--- src/rtl/status_sleep_pkg.sv ---
// constants shared by the status indicator and sleep/wake gating design
// assumes a 125 MHz core clock and a one millisecond timebase derived from it
package status_sleep_pkg;
	localparam int unsigned CLK_HZ          = 125_000_000;
	localparam int unsigned TICK_NS         = 1_000_000;
	localparam int unsigned TICK_CYCLES     = TICK_NS / (1_000_000_000 / CLK_HZ);
	localparam int unsigned SEARCH_HALF_MS  = 600;
	localparam int unsigned STANDBY_LOW_MS  = 75;
	localparam int unsigned STANDBY_HIGH_MS = 3000;
	localparam int unsigned LINK_HALF_MS    = 75;
	localparam int unsigned REG_LIMIT_MS    = 15000;
	localparam int unsigned MS_PER_S        = 1000;
	localparam int unsigned IDLE_WAKE_MS    = 2000;
	localparam logic [7:0]  SLEEP_DELAY_RST = 8'h00;
	localparam logic [1:0]  POLICY_EDGE     = 2'h0;
	localparam logic [1:0]  POLICY_LOW_HOLD = 2'h1;
	localparam logic [1:0]  POLICY_HI_HOLD  = 2'h2;
	localparam logic [1:0]  POLICY_RST      = 2'h0;
	localparam logic [2:0]  ST_NO_SIM       = 3'h0;
	localparam logic [2:0]  ST_PIN          = 3'h1;
	localparam logic [2:0]  ST_REGISTERING  = 3'h2;
	localparam logic [2:0]  ST_REG_FAIL     = 3'h3;
	localparam logic [2:0]  ST_STANDBY      = 3'h4;
	localparam logic [2:0]  ST_DATA_LINK    = 3'h5;
	localparam logic [2:0]  ST_VOICE        = 3'h6;
	typedef enum logic [2:0] {
		PAT_SEARCH,
		PAT_STANDBY,
		PAT_LINK,
		PAT_HIGH,
		PAT_LOW
	} pattern_t;
endpackage

--- src/rtl/ms_tick_if.sv ---
// carrier of the millisecond timebase between the tick generator and the top
// assumes a single clock domain
`timescale 1ns/10ps
interface ms_tick_if;
	logic tick;
	modport source (output tick);
	modport sink   (input  tick);
endinterface

--- src/rtl/status_sleep_ctrl.sv ---
// status indicator blink patterns and sleep/wake gating
// assumes synchronous inputs, one clock; the host drives the wake pin and the serial port
// Behaviour
// - no sim, pin, registering or failed: 600 ms high, 600 ms low, repeat
// - standby: 75 ms low then 3000 ms high, repeat
// - data link setup: 75 ms low then 75 ms high, repeat
// - registering pattern only while registration lasted under 15 s
// - no sleep after reset until a non-zero sleep delay is written
// - sleep after delay seconds; delay not retained over power-down
// - policy 2: never sleep while wake input is high; setting not retained over power-down
// - policy 1: never sleep while wake input is low
// - policy 0 default: wake input transition wakes, sleep again after idle
// - only primary serial port activity wakes; other ports ignored
`timescale 1ns/10ps
module status_sleep_ctrl #(
	parameter int unsigned IDLE_MS  = status_sleep_pkg::IDLE_WAKE_MS,
	// clocks per millisecond; a bench may shorten it to reach second-long timings
	parameter int unsigned TICK_CYC = status_sleep_pkg::TICK_CYCLES
) (
	// clock, reset, enable
	input  wire logic       i_clk,
	input  wire logic       i_resetn,
	input  wire logic       i_ce,
	// module state
	input  wire logic [2:0] i_state,
	// configuration from the command handler
	input  wire logic       i_delay_wr,
	input  wire logic [7:0] i_delay_val,
	input  wire logic       i_policy_wr,
	input  wire logic [1:0] i_policy_val,
	// wake sources
	input  wire logic       i_wake_key,
	input  wire logic       i_primary_rx_act,
	input  wire logic       i_other_rx_act,
	// outputs
	output logic            o_status_indicator_out,
	output logic            o_asleep,
	output logic [1:0]      o_wake_policy
);
	ms_tick_if tk ();
	ms_tick_gen #(
		.CYCLES   (TICK_CYC)
	) u_tick (
		.i_clk    (i_clk),
		.i_resetn (i_resetn),
		.i_ce     (i_ce),
		.tick_if  (tk)
	);

	localparam int unsigned LIMIT_MS = status_sleep_pkg::REG_LIMIT_MS;

	logic [7:0]  delay_r;
	logic [1:0]  policy_r;
	logic        asleep_r;
	logic        wake_prev_r;
	logic [17:0] idle_ms_r;
	logic [13:0] reg_ms_r;
	logic [11:0] phase_ms_r;
	logic        level_r;
	logic        led_r;
	status_sleep_pkg::pattern_t pat_r;
	status_sleep_pkg::pattern_t pat;

	// registering counts as searching only while under the limit
	wire in_reg      = (i_state == status_sleep_pkg::ST_REGISTERING);
	wire reg_fresh   = in_reg && (reg_ms_r < 14'(LIMIT_MS));
	wire searching   = (i_state == status_sleep_pkg::ST_NO_SIM) ||
	                   (i_state == status_sleep_pkg::ST_PIN) || reg_fresh ||
	                   (i_state == status_sleep_pkg::ST_REG_FAIL);
	wire wake_edge   = (i_wake_key != wake_prev_r);
	// level policies block sleep outright; edge policy only wakes
	wire hold_awake  = ((policy_r == status_sleep_pkg::POLICY_HI_HOLD) && i_wake_key) ||
	                   ((policy_r == status_sleep_pkg::POLICY_LOW_HOLD) && !i_wake_key);
	// only the primary port counts; i_other_rx_act is deliberately ignored
	wire activity    = i_primary_rx_act ||
	                   ((policy_r == status_sleep_pkg::POLICY_EDGE) && wake_edge);
	wire [17:0] delay_ms = 18'(delay_r * status_sleep_pkg::MS_PER_S);
	wire [17:0] target_ms = asleep_r ? 18'(IDLE_MS) : delay_ms;
	wire sleep_ok    = (delay_r != 8'h00) && !hold_awake;
	wire go_sleep    = !asleep_r && sleep_ok && tk.tick && (idle_ms_r + 18'h00001 >= delay_ms);
	wire wake_now    = asleep_r && (activity || hold_awake);

	// pattern select; steady levels override blinking
	always_comb begin
		if (asleep_r)
			pat = status_sleep_pkg::PAT_HIGH;
		else if (i_state == status_sleep_pkg::ST_VOICE)
			pat = status_sleep_pkg::PAT_LOW;
		else if (i_state == status_sleep_pkg::ST_DATA_LINK)
			pat = status_sleep_pkg::PAT_LINK;
		else if (searching)
			pat = status_sleep_pkg::PAT_SEARCH;
		else
			pat = status_sleep_pkg::PAT_STANDBY;
	end

	// half-period length of the current level for the active pattern
	function automatic logic [11:0] half_len(input status_sleep_pkg::pattern_t p,
	                                         input logic lvl);
		case (p)
			status_sleep_pkg::PAT_SEARCH:  half_len = 12'(status_sleep_pkg::SEARCH_HALF_MS);
			status_sleep_pkg::PAT_STANDBY: half_len = lvl ? 12'(status_sleep_pkg::STANDBY_HIGH_MS)
			                                              : 12'(status_sleep_pkg::STANDBY_LOW_MS);
			status_sleep_pkg::PAT_LINK:    half_len = 12'(status_sleep_pkg::LINK_HALF_MS);
			default:                       half_len = 12'hfff;
		endcase
	endfunction

	wire       pat_change = (pat != pat_r);
	wire       phase_end  = tk.tick && (phase_ms_r + 12'h001 >= half_len(pat_r, level_r));
	// search starts high, standby and link start low
	wire       start_lvl  = (pat == status_sleep_pkg::PAT_SEARCH) ||
	                        (pat == status_sleep_pkg::PAT_HIGH);

	// configuration; cleared only by reset, which stands in for power-down
	always_ff @(posedge i_clk or negedge i_resetn) begin
		if (!i_resetn) begin
			delay_r  <= status_sleep_pkg::SLEEP_DELAY_RST;
			policy_r <= status_sleep_pkg::POLICY_RST;
		end else if (i_ce) begin
			if (i_delay_wr)
				delay_r <= i_delay_val;
			if (i_policy_wr)
				policy_r <= i_policy_val;
		end
	end

	// sleep state and idle timer; activity restarts the idle count
	always_ff @(posedge i_clk or negedge i_resetn) begin
		if (!i_resetn) begin
			asleep_r    <= 1'b0;
			wake_prev_r <= 1'b1; // pin idles high, so no false edge follows reset
			idle_ms_r   <= 18'h00000;
		end else if (i_ce) begin
			wake_prev_r <= i_wake_key;
			if (wake_now) begin
				asleep_r  <= 1'b0;
				idle_ms_r <= 18'h00000;
			end else if (go_sleep) begin
				asleep_r  <= 1'b1;
				idle_ms_r <= 18'h00000;
			end else if (activity || hold_awake || i_delay_wr) begin
				idle_ms_r <= 18'h00000;
			end else if (tk.tick && idle_ms_r < target_ms) begin
				idle_ms_r <= idle_ms_r + 18'h00001;
			end
		end
	end

	// registration duration counter, saturating at the limit
	always_ff @(posedge i_clk or negedge i_resetn) begin
		if (!i_resetn)
			reg_ms_r <= 14'h0000;
		else if (i_ce) begin
			if (!in_reg)
				reg_ms_r <= 14'h0000;
			else if (tk.tick && reg_fresh)
				reg_ms_r <= reg_ms_r + 14'h0001;
		end
	end

	// blink sequencer; a pattern change restarts at the pattern's first level
	always_ff @(posedge i_clk or negedge i_resetn) begin
		if (!i_resetn) begin
			pat_r      <= status_sleep_pkg::PAT_SEARCH;
			level_r    <= 1'b1;
			phase_ms_r <= 12'h000;
			led_r      <= 1'b0;
		end else if (i_ce) begin
			if (pat_change) begin
				pat_r      <= pat;
				level_r    <= start_lvl;
				phase_ms_r <= 12'h000;
			end else if (phase_end && pat_r != status_sleep_pkg::PAT_HIGH &&
			             pat_r != status_sleep_pkg::PAT_LOW) begin
				level_r    <= !level_r;
				phase_ms_r <= 12'h000;
			end else if (tk.tick) begin
				phase_ms_r <= phase_ms_r + 12'h001;
			end
			led_r <= pat_change ? start_lvl : level_r;
		end
	end

	assign o_status_indicator_out = led_r;
	assign o_asleep               = asleep_r;
	assign o_wake_policy          = policy_r;

	a_no_sleep_zero: assert property (@(posedge i_clk) disable iff (!i_resetn)
		(delay_r == 8'h00) |-> ##1 !$rose(asleep_r)) else $error("sleep with zero delay");
	a_hi_hold: assert property (@(posedge i_clk) disable iff (!i_resetn)
		(i_ce && policy_r == status_sleep_pkg::POLICY_HI_HOLD && i_wake_key)
		|=> !asleep_r) else $error("slept with wake high");
	a_low_hold: assert property (@(posedge i_clk) disable iff (!i_resetn)
		(i_ce && policy_r == status_sleep_pkg::POLICY_LOW_HOLD && !i_wake_key)
		|=> !asleep_r) else $error("slept with wake low");
	a_primary_wake: assert property (@(posedge i_clk) disable iff (!i_resetn)
		(i_ce && asleep_r && i_primary_rx_act) |=> !asleep_r)
		else $error("primary port did not wake");
	// traffic on the other ports alone must leave a sleeping device asleep
	a_other_no_wake: assert property (@(posedge i_clk) disable iff (!i_resetn)
		(i_ce && asleep_r && i_other_rx_act && !i_primary_rx_act && !hold_awake &&
		 !wake_edge) |=> asleep_r)
		else $error("other port woke the device");
	a_edge_wake: assert property (@(posedge i_clk) disable iff (!i_resetn)
		(i_ce && asleep_r && policy_r == status_sleep_pkg::POLICY_EDGE && wake_edge)
		|=> !asleep_r) else $error("wake edge ignored");
	a_sleep_led: assert property (@(posedge i_clk) disable iff (!i_resetn)
		(i_ce && asleep_r) ##1 (i_ce && asleep_r) |=> o_status_indicator_out)
		else $error("indicator not high asleep");
	a_voice_led: assert property (@(posedge i_clk) disable iff (!i_resetn)
		(i_ce && !asleep_r && i_state == status_sleep_pkg::ST_VOICE) [*2]
		|=> !o_status_indicator_out) else $error("indicator not low in call");
	a_reg_limit: assert property (@(posedge i_clk) disable iff (!i_resetn)
		reg_ms_r <= 14'(LIMIT_MS)) else $error("registration count overran");
	a_search_half: assert property (@(posedge i_clk) disable iff (!i_resetn)
		(pat_r == status_sleep_pkg::PAT_SEARCH)
		|-> phase_ms_r < 12'(status_sleep_pkg::SEARCH_HALF_MS))
		else $error("search half period too long");
	a_link_half: assert property (@(posedge i_clk) disable iff (!i_resetn)
		(pat_r == status_sleep_pkg::PAT_LINK)
		|-> phase_ms_r < 12'(status_sleep_pkg::LINK_HALF_MS))
		else $error("link half period too long");
	a_standby_low: assert property (@(posedge i_clk) disable iff (!i_resetn)
		(pat_r == status_sleep_pkg::PAT_STANDBY && !level_r)
		|-> phase_ms_r < 12'(status_sleep_pkg::STANDBY_LOW_MS))
		else $error("standby low too long");
endmodule

--- src/rtl/ms_tick_gen.sv ---
// millisecond tick generator: one-cycle pulse every TICK_CYCLES clocks
// assumes i_clk at the package rate; frozen while i_ce is low
`timescale 1ns/10ps
module ms_tick_gen #(
	parameter int unsigned CYCLES = status_sleep_pkg::TICK_CYCLES
) (
	input  wire logic  i_clk,
	input  wire logic  i_resetn,
	input  wire logic  i_ce,
	ms_tick_if.source  tick_if
);
	logic [16:0] cnt_r;
	logic        tick_r;
	wire         wrap = (cnt_r == 17'(CYCLES - 1));

	// free running divider; the pulse is registered so the sink sees a clean edge
	always_ff @(posedge i_clk or negedge i_resetn) begin
		if (!i_resetn) begin
			cnt_r  <= 17'h00000;
			tick_r <= 1'b0;
		end else if (i_ce) begin
			cnt_r  <= wrap ? 17'h00000 : cnt_r + 17'h00001;
			tick_r <= wrap;
		end
	end
	assign tick_if.tick = tick_r;
endmodule

--- config.mk ---
export PLATFORM = sky130hd
export DESIGN_NAME = status_sleep_ctrl
export DESIGN_NICKNAME = d
export VERILOG_FILES = /design/src/rtl/status_sleep_pkg.sv /design/src/rtl/ms_tick_if.sv /design/src/rtl/status_sleep_ctrl.sv /design/src/rtl/ms_tick_gen.sv
export SDC_FILE = /design/constraint.sdc
export NUM_CORES = 1
export LEC_CHECK = 0
export ABC_CLOCK_PERIOD_IN_PS = 8800
export BUFFER_PORTS_ARGS = -buffer_cell sky130_fd_sc_hd__buf_4
export CORE_MARGIN = 2
export CORE_UTILIZATION = 35
export CTS_CLUSTER_DIAMETER = 30
export DETAILED_ROUTE_END_ITERATION = 16
export PLACE_DENSITY_LB_ADDON = 0.3
export SKIP_LAST_GASP = 1
export SLEW_MARGIN = 5
export SYNTH_ARGS = -nofsm -noshare
export SYNTH_HDL_FRONTEND = slang
export SYNTH_HIERARCHICAL = 1
export SYNTH_SLANG_ARGS = --single-unit
--- constraint.sdc ---
create_clock -name i_clk -period 8.8 [get_ports i_clk]
set_input_delay 1.32 -clock i_clk [delete_from_list [all_inputs] [get_ports i_clk]]
set_output_delay 1.32 -clock i_clk [all_outputs]
set_load 0.1 [all_outputs]
==> results of run 1 <==
[worst max-delay path, cell delays in order, from the launching register on]
cell and delay (ps):
dfrtp_1 510, fa_1 620, xor2_1 160, ha_1 260, fa_1 500, inv_1 50
fa_1 490, inv_1 40, ha_1 290, o21ai_0 120, a21oi_1 140, o31a_1 290
a21o_1 190, ha_1 290, nand4_1 120, nor4_1 460, o2111ai_1 280, and4b_1 360
o21ai_1 790, o22ai_1 190
[layout by cell type (no fill, tap or decap), types with 9 or more instances in the layout]
master / instances
and3_1: 11
nand3_1: 26
o2bb2ai_1: 11
a21oi_1: 17
nand2_1: 33
xnor2_1: 32
ha_1: 87
nor3_1: 9
nor2_1: 48
a31oi_1: 9
o21ai_0: 24
mux2_2: 15
dfrtp_1: 77
buf_4: 24
o22ai_1: 9
inv_1: 73
fa_1: 21
xor2_1: 29
a21o_1: 9
nand4_1: 21
nor2b_1: 12
nand2b_1: 10
clkbuf_16: 9
o221ai_1: 9
[per-layer routing]
layer	part of all wire (%)	up-vias
li1	-	2657
met1	49	2527
met2	46	62
met3	3.2	16
met4	2.2	0
met5	0	-
[how the worst max path moves through the flow]
| stage | from | end | slack (ps) |
|---|---|---|---|
| CTS | delay_r[0] | idle_ms_r[3] | 2450 |
| finish | delay_r[0] | idle_ms_r[3] | 2460 |
| floorplan | delay_r[2] | idle_ms_r[8] | 3180 |
| global route | delay_r[0] | idle_ms_r[3] | 2020 |
| detailed placement | delay_r[2] | idle_ms_r[3] | 2460 |
| global placement | delay_r[5] | idle_ms_r[3] | 2430 |
[power by group through the flow]
stage / clock network (W) / registers, W / logic (W)
floorplan: 0 / 0.000442 / 0.00137
global route: 0.000409 / 0.000436 / 0.00199
finish: 0.000383 / 0.000431 / 0.00171
CTS: 0.000395 / 0.000431 / 0.00173
global placement: 0 / 0.000437 / 0.00170
detailed placement: 0 / 0.000437 / 0.00172
[cell families after synthesis]
| family | share of synthesized area (%) |
|---|---|
| AOI/OAI and AO/OA | 17.1 |
| xor gates and xnor gates | 7.68 |
| adders and majority gates | 21.7 |
| buffers and inverters | 5.56 |
| DFF | 28.5 |
| muxes | 3.15 |
| and+or+nand+nor | 16.3 |
[metrics by stage]
step / hold slack, ps / instances / utilization (%) / cell area (um2)
finish: 520 / 1011 / 39.3 / 7650
global route: 540 / 1011 / 39.3 / 7650
CTS: 522 / 1011 / 39.3 / 7650
detailed placement: 508 / 995 / 37.8 / 7350
global placement: 500 / 995 / 37.8 / 7350
floorplan: 483 / 729 / - / 6950
[layout make-up]
cell class	instances	area share, %
flip-flops and latches	79	25.9
well taps	265	4.33
clock inverters	5	0.752
multi-input cells	554	59.9
inverters	73	3.58
clock buffers	11	3.17
repair buffers	24	2.35
[registers in the layout, summed over array words and instances, names as in the netlist]
signal,cells
idle_ms_r,18
u_tick/cnt_r,17
reg_ms_r,14
phase_ms_r,12
delay_r,8
pat_r,3
o_wake_policy,2
level_r,1
o_asleep,1
o_status_indicator_out,1
u_tick/tick_if.tick,1
wake_prev_r,1
==> metrics.md, run 1 <==
| Metric | Value |
|---|---|
| Die width | 145 um |
| Pleak | 3.51 nW |
| R2R Setup Slk | 2460 ps |
| CTS buffer count | 9 |
| Clock sinks | 79 |
| Power Total | 0.00252 W |
| Reg area | 1980 um2 |
| Final wirelength | 14.6 mm |
| Dominant cell by count in the synthesized netlist | ha_1 |
| Setup TNS | 0 ps |
| Hold Fails Final Rpt | 0 |
| Setup Viol. Count Final | 0 |
| Clk pwr share | 15.2% |
| Post-synthesis async set-or-reset flop share | 100% |
| GR peak layer | met2 |
| First-pass GRT wire length | 25.5 mm |
| GRT overflow | 0 |
| Grt met1 use | 19.7% |
| Crit-path max FO | 11 |
| CP startpoint kind | register |
| Synth top area cells | dfrtp_1 28%, ha_1 16%, fa_1 6.0% |
| Final period utilization | 72.0% |
| Clock root cell | clkbuf_16 |
| # rows | 51 |
| Number of synthesized flops with an enable pin | 0 |
| Post-synth top area share | 27.7% |
| Internal Power | 0.00138 W |
| Post-synthesis sequential element count | 79 |
| Hold Path Origin | reg_ms_r[13] |
| CTS max path bufs | 2 |
| Synth Warn # | 6 |
| Number of diodes | 0 |
| IO Count | 25 |
| CTS tree | built |
| Psw | 0.00114 W |
| Antenna violations before repair | 0 |
| Slew HR | 29.2% |
| Status | complete, no violations |
| Synthesized instance count | 729 |
| Min-Delay Path Class | reg -> reg |
| Fillers | 1973 |
| Mean post-synth cell area | 9.54 um2 |
| Met3 Use GR | 2.70% |
| CP arrival | 6510 ps |
| Least-Margin Pin Slew | 1060 ps |
| Max Cap Viol | 0 |
| Hold Crit Endpoint | reg_ms_r[13] |
| Power Density | 329 nW/um2 |
| Worst r2r src | delay_r[0] |
| Synth Flop Type | dfrtp_1 |
| Post-synth cell types | 74 |
| Port Buf Inserts | 23 |
| Post-CTS resize count | 0 |
| GR Util All Layers | 14.6% |
| Peak Freq | 158 MHz |
| Post-CTS Setup Repair Bufs | 0 |
| RSZ-0062 raised after global routing | false |
| First DRT Iteration DRCs | 219 |
| Area leader, netlist | dfrtp_1 |
| Worst R2R End | idle_ms_r[3] |
| Place WS | 2460 ps |
| Wirelength per Cell | 14.4 um |
| Pins Over Slew Limit | 0 |
| Gate power share | 67.7% |
| Reg clk slew, reported paths | 60 ps |
| M2 GR Usage | 23.6% |
| Seq pwr share | 17.1% |
| Worst setup margin | 2460 ps |
| Post-synthesis sequential area ratio | 28.5% |
| Final Wtd Congestion | 0.817 |
| Post-route minimum period | 6340 ps |
| Top cells by count, synth | 87 x ha_1, 77 x dfrtp_1, 73 x inv_1 |
| Starting density of the core | 35.7% |
| Multi-input logic area | 4590 um2 |
| Die height | 145 um |
| Post-detailed-route DRC marker count | 0 |
| Hold Buf Count CTS | 0 |
| Die area | 21000 um2 |
| Max IR drop VDD | 0.191 mV |
| Nets | 870 |
| Layout cells sized above 1 | 10.9% |
| Final Skew | 9.98 ps |
| Hold Path Stages | 2 |
| Largest net degree at the start of global routing | 80 |
| Number of global-route vias before repair | 5157 |
| Switch share | 45.2% |
| Cell Area, Synth | 6950 um2 |
| Crit path required time | 8970 ps |
| Final ANT Viol Nets | 0 |
| Critical Path End Type | register |
| Core Footprint | 19500 um2 |
| Mapped Nets | 858 |
| FF-to-FF path depth | 19 |
| Critical setup path kind | reg -> reg |
| Vias per Instance | 5.20 |
| Via count of the routed design | 5262 |
| First-pass DRT Iterations | 4 |
| CTS H-tree lvls | 3 |
| Clk_lat worst skew | 350 ps |
| DP HPWL | 11.0 mm |
| Area grow syn2layout | 10.1% |
No activity file was read; power rests on OpenSTA's default activity.
==> run 2, diff against run 1 <==
--- a/config.mk
+++ b/config.mk
@@ -5,7 +5,7 @@
 export SDC_FILE = /design/constraint.sdc
 export NUM_CORES = 1
 export LEC_CHECK = 0
-export ABC_CLOCK_PERIOD_IN_PS = 8800
+export ABC_CLOCK_PERIOD_IN_PS = 5300
 export BUFFER_PORTS_ARGS = -buffer_cell sky130_fd_sc_hd__buf_4
 export CORE_MARGIN = 2
 export CORE_UTILIZATION = 35
==> constraint.sdc (replaced) <==
create_clock -name i_clk -period 5.3 [get_ports i_clk]
set_input_delay 0.795 -clock i_clk [delete_from_list [all_inputs] [get_ports i_clk]]
set_output_delay 0.795 -clock i_clk [all_outputs]
set_load 0.1 [all_outputs]
==> run 2 against run 1 <==
  * The run now ends with negative setup slack left
  * Global-route usage increased by 0.50 points
  * Die area unchanged
  * Cell count increased by 6.3%
  * Hold slack got worse by 100 ps
  * Sequential cell count unchanged
  * Sequential share of layout area decreased by 2.5 points
  * Clock power increased by 71%
  * Fmax increased by 16%
  * Non-clock buffer count increased by 63
  * Critical endpoint is now idle_ms_r[12]
==> metrics.md, run 2 (same netlist as run 1, synthesis figures left out) <==
| Metric | Value |
|---|---|
| Status | complete, but fails checks |
| Failing checks | negative setup slack |
| Number of global-route vias before repair | 5512 (+6.9%) |
| Worst R2R End | idle_ms_r[12] |
| Post-detailed-route DRC marker count | 0 (unchanged) |
| Placed Area | 7790 um2 (+5.9%) |
| Commonest non-fill, non-tap cells in the layout | 79 x ha_1, 76 x buf_4, 74 x dfrtp_1, 68 x inv_1, 48 x nor2_1 |
| First DRT Iteration DRCs | 246 (+12%) |
| DP HPWL | 11.7 mm (+5.7%) |
| Fin area | 8500 um2 (+11%) |
| GRT overflow | 0 (unchanged) |
| RSZ-0062 raised after global routing | true |
| Commonest non-fill, non-tap cell in the layout | ha_1 |
| Max FFs per register | 18 (unchanged) |
| Critical setup path kind | reg -> reg |
| Clock root cell | clkbuf_16 |
| Crit path required time | 5540 ps (-3430 ps) |
| Hold Fails Final Rpt | 0 (unchanged) |
| Place WS | -509 ps (-2970 ps) |
| Crit-path max FO | 4 (-7) |
| Worst setup margin | -173 ps (-2630 ps) |
| Antenna violations before repair | 1 (+1) |
| Die width | 145 um (unchanged) |
| Wirelength per Cell | 14.6 um (+1.2%) |
| Final Skew | 7.47 ps (-2.51 ps) |
| Min-Delay Path Class | in -> async |
| Clock sinks | 79 (unchanged) |
| Via count of the routed design | 5533 (+5.2%) |
| CP startpoint kind | register |
| Peak Freq | 183 MHz (+16%) |
| Reg with most FFs | idle_ms_r |
| First-pass GRT wire length | 26.4 mm (+3.7%) |
| Max Cap Viol | 0 (unchanged) |
| Largest net degree at the start of global routing | 45 (-44%) |
| Hold Buf Count CTS | 0 (unchanged) |
| Pins Over Slew Limit | 0 (unchanged) |
| R2R Setup Slk | -170 ps (-2630 ps) |
| CTS buffer count | 9 (unchanged) |
| Clk_lat worst skew | 330 ps (-20 ps) |
| FF-to-FF path depth | 22 (+3) |
| Starting density of the core | 35.7% (unchanged) |
| Final Wtd Congestion | 0.823 (+0.69%) |
| Layout cells sized above 1 | 23.2% (+12 points) |
| IO Count | 25 (unchanged) |
| Post-route minimum period | 5470 ps (-866 ps) |
| # rows | 51 (unchanged) |
| Critical Path End Type | register |
| Slew HR | 35.7% (+6.5 points) |
| GR Util All Layers | 15.1% (+0.50 points) |
| First-pass DRT Iterations | 4 (unchanged) |
| Vias per Instance | 5.15 (-1.1%) |
| Least-Margin Pin Slew | 964 ps (-97.1 ps) |
| Area grow syn2layout | 22.2% |
| Final ANT Viol Nets | 0 (unchanged) |
| Top Registers | idle_ms_r: 18 flops, u_tick/cnt_r: 17 flops, reg_ms_r: 14 flops |
| Max IR drop VDD | 0.436 mV (+130%) |
| Die area | 21000 um2 (unchanged) |
| CTS H-tree lvls | 3 (unchanged) |
| CP arrival | 5710 ps (-800 ps) |
| Pleak | 3.87 nW (+10%) |
| Final wirelength | 15.7 mm (+7.6%) |
| Final period utilization | 103% (+31 points) |
| CTS tree | built |
| CTS max path bufs | 2 (unchanged) |
| Reg clk slew, reported paths | 60 ps (about the same) |
| Setup Viol. Count Final | 19 (+19) |
| Port Buf Inserts | 23 (unchanged) |
| Nets | 933 (+7.2%) |
| Core Footprint | 19500 um2 (unchanged) |
| Power Density | 631 nW/um2 (+92%) |
| Die height | 145 um (unchanged) |
| Worst r2r src | delay_r[1] |
==> run 2: power by group <==
| part | total [W] | switching (W) | leakage [nW] | internal (W) |
|---|---|---|---|---|
| sequential | 0.000703 | 0.0000582 | 1.06 | 0.000645 |
| combinational | 0.00400 | 0.00197 | 2.67 | 0.00203 |
| clock | 0.000654 | 0.000242 | 0.147 | 0.000412 |
==> run 2: how the worst max path moves through the flow <==
stage	start	endpoint	depth (start not counted)
detailed placement	delay_r[2]	idle_ms_r[12]	20
global placement	delay_r[2]	idle_ms_r[5]	20
CTS	delay_r[1]	idle_ms_r[7]	20
finish	delay_r[1]	idle_ms_r[12]	22
floorplan	delay_r[1]	idle_ms_r[8]	21
global route	delay_r[1]	idle_ms_r[15]	23
==> run 2: metal layers <==
layer  track usage [%]  part of all wire (%)  wire length [um]
met1              20.8                    49              7680
met2              23.5                    46              7190
met3              3.08                   2.9               451
met4              5.89                   2.1               331
met5                 0                     0                 0
==> run 2: final cells by class <==
type	count	area [um2]
Antenna cell	1	2.50
Clock buffer	12	236
Clock inverter	4	72.6
Fill cell	1884	11000
Inverter	73	274
Multi-Input combinational cell	554	4890
Sequential cell	79	1980
Tap cell	265	332
Timing Repair Buffer	87	703
==> run 2: stage by stage <==
| step | utilization (%) | TNS (ps) | std cells | total power [W] | hold slack (ps) |
|---|---|---|---|---|---|
| 2_1_floorplan | - | -1260 | 729 | 0.00309 | 483 |
| 3_3_place_gp | 40.0 | -6980 | 1050 | 0.00415 | 502 |
| 3_5_place_dp | 40.0 | -8020 | 1050 | 0.00419 | 506 |
| 4_1_cts | 42.5 | -3780 | 1069 | 0.00515 | 433 |
| 5_1_grt | 43.7 | -6890 | 1074 | 0.00592 | 451 |
| 6_report | 43.7 | -2820 | 1075 | 0.00536 | 417 |
==> run 2: timing repair <==
| item | in CTS | in global routing |
|---|---|---|
| setup endpoints to repair | 19 | 19 |
| gates resized for setup | 30 | 30 |
| setup buffers | 3 | 6 |
| pin swaps | 24 | 26 |
| endpoints found under the hold margin | 0 | 0 |
==> run 2: worst max-delay path: stages, from the launching register on <==
cell and delay, ps:
dfrtp_2 440, fa_1 540, inv_1 50, fa_1 460, fa_1 520, fa_1 540
inv_2 50, ha_4 220, o21a_1 170, o21a_1 190, and3_4 190, nand2_2 60
a311oi_2 70, buf_4 150, xor2_1 150, ha_1 350, buf_4 150, buf_4 120
o2111ai_2 70, a31oi_1 150, or3_4 430, buf_6 140, o31ai_4 160
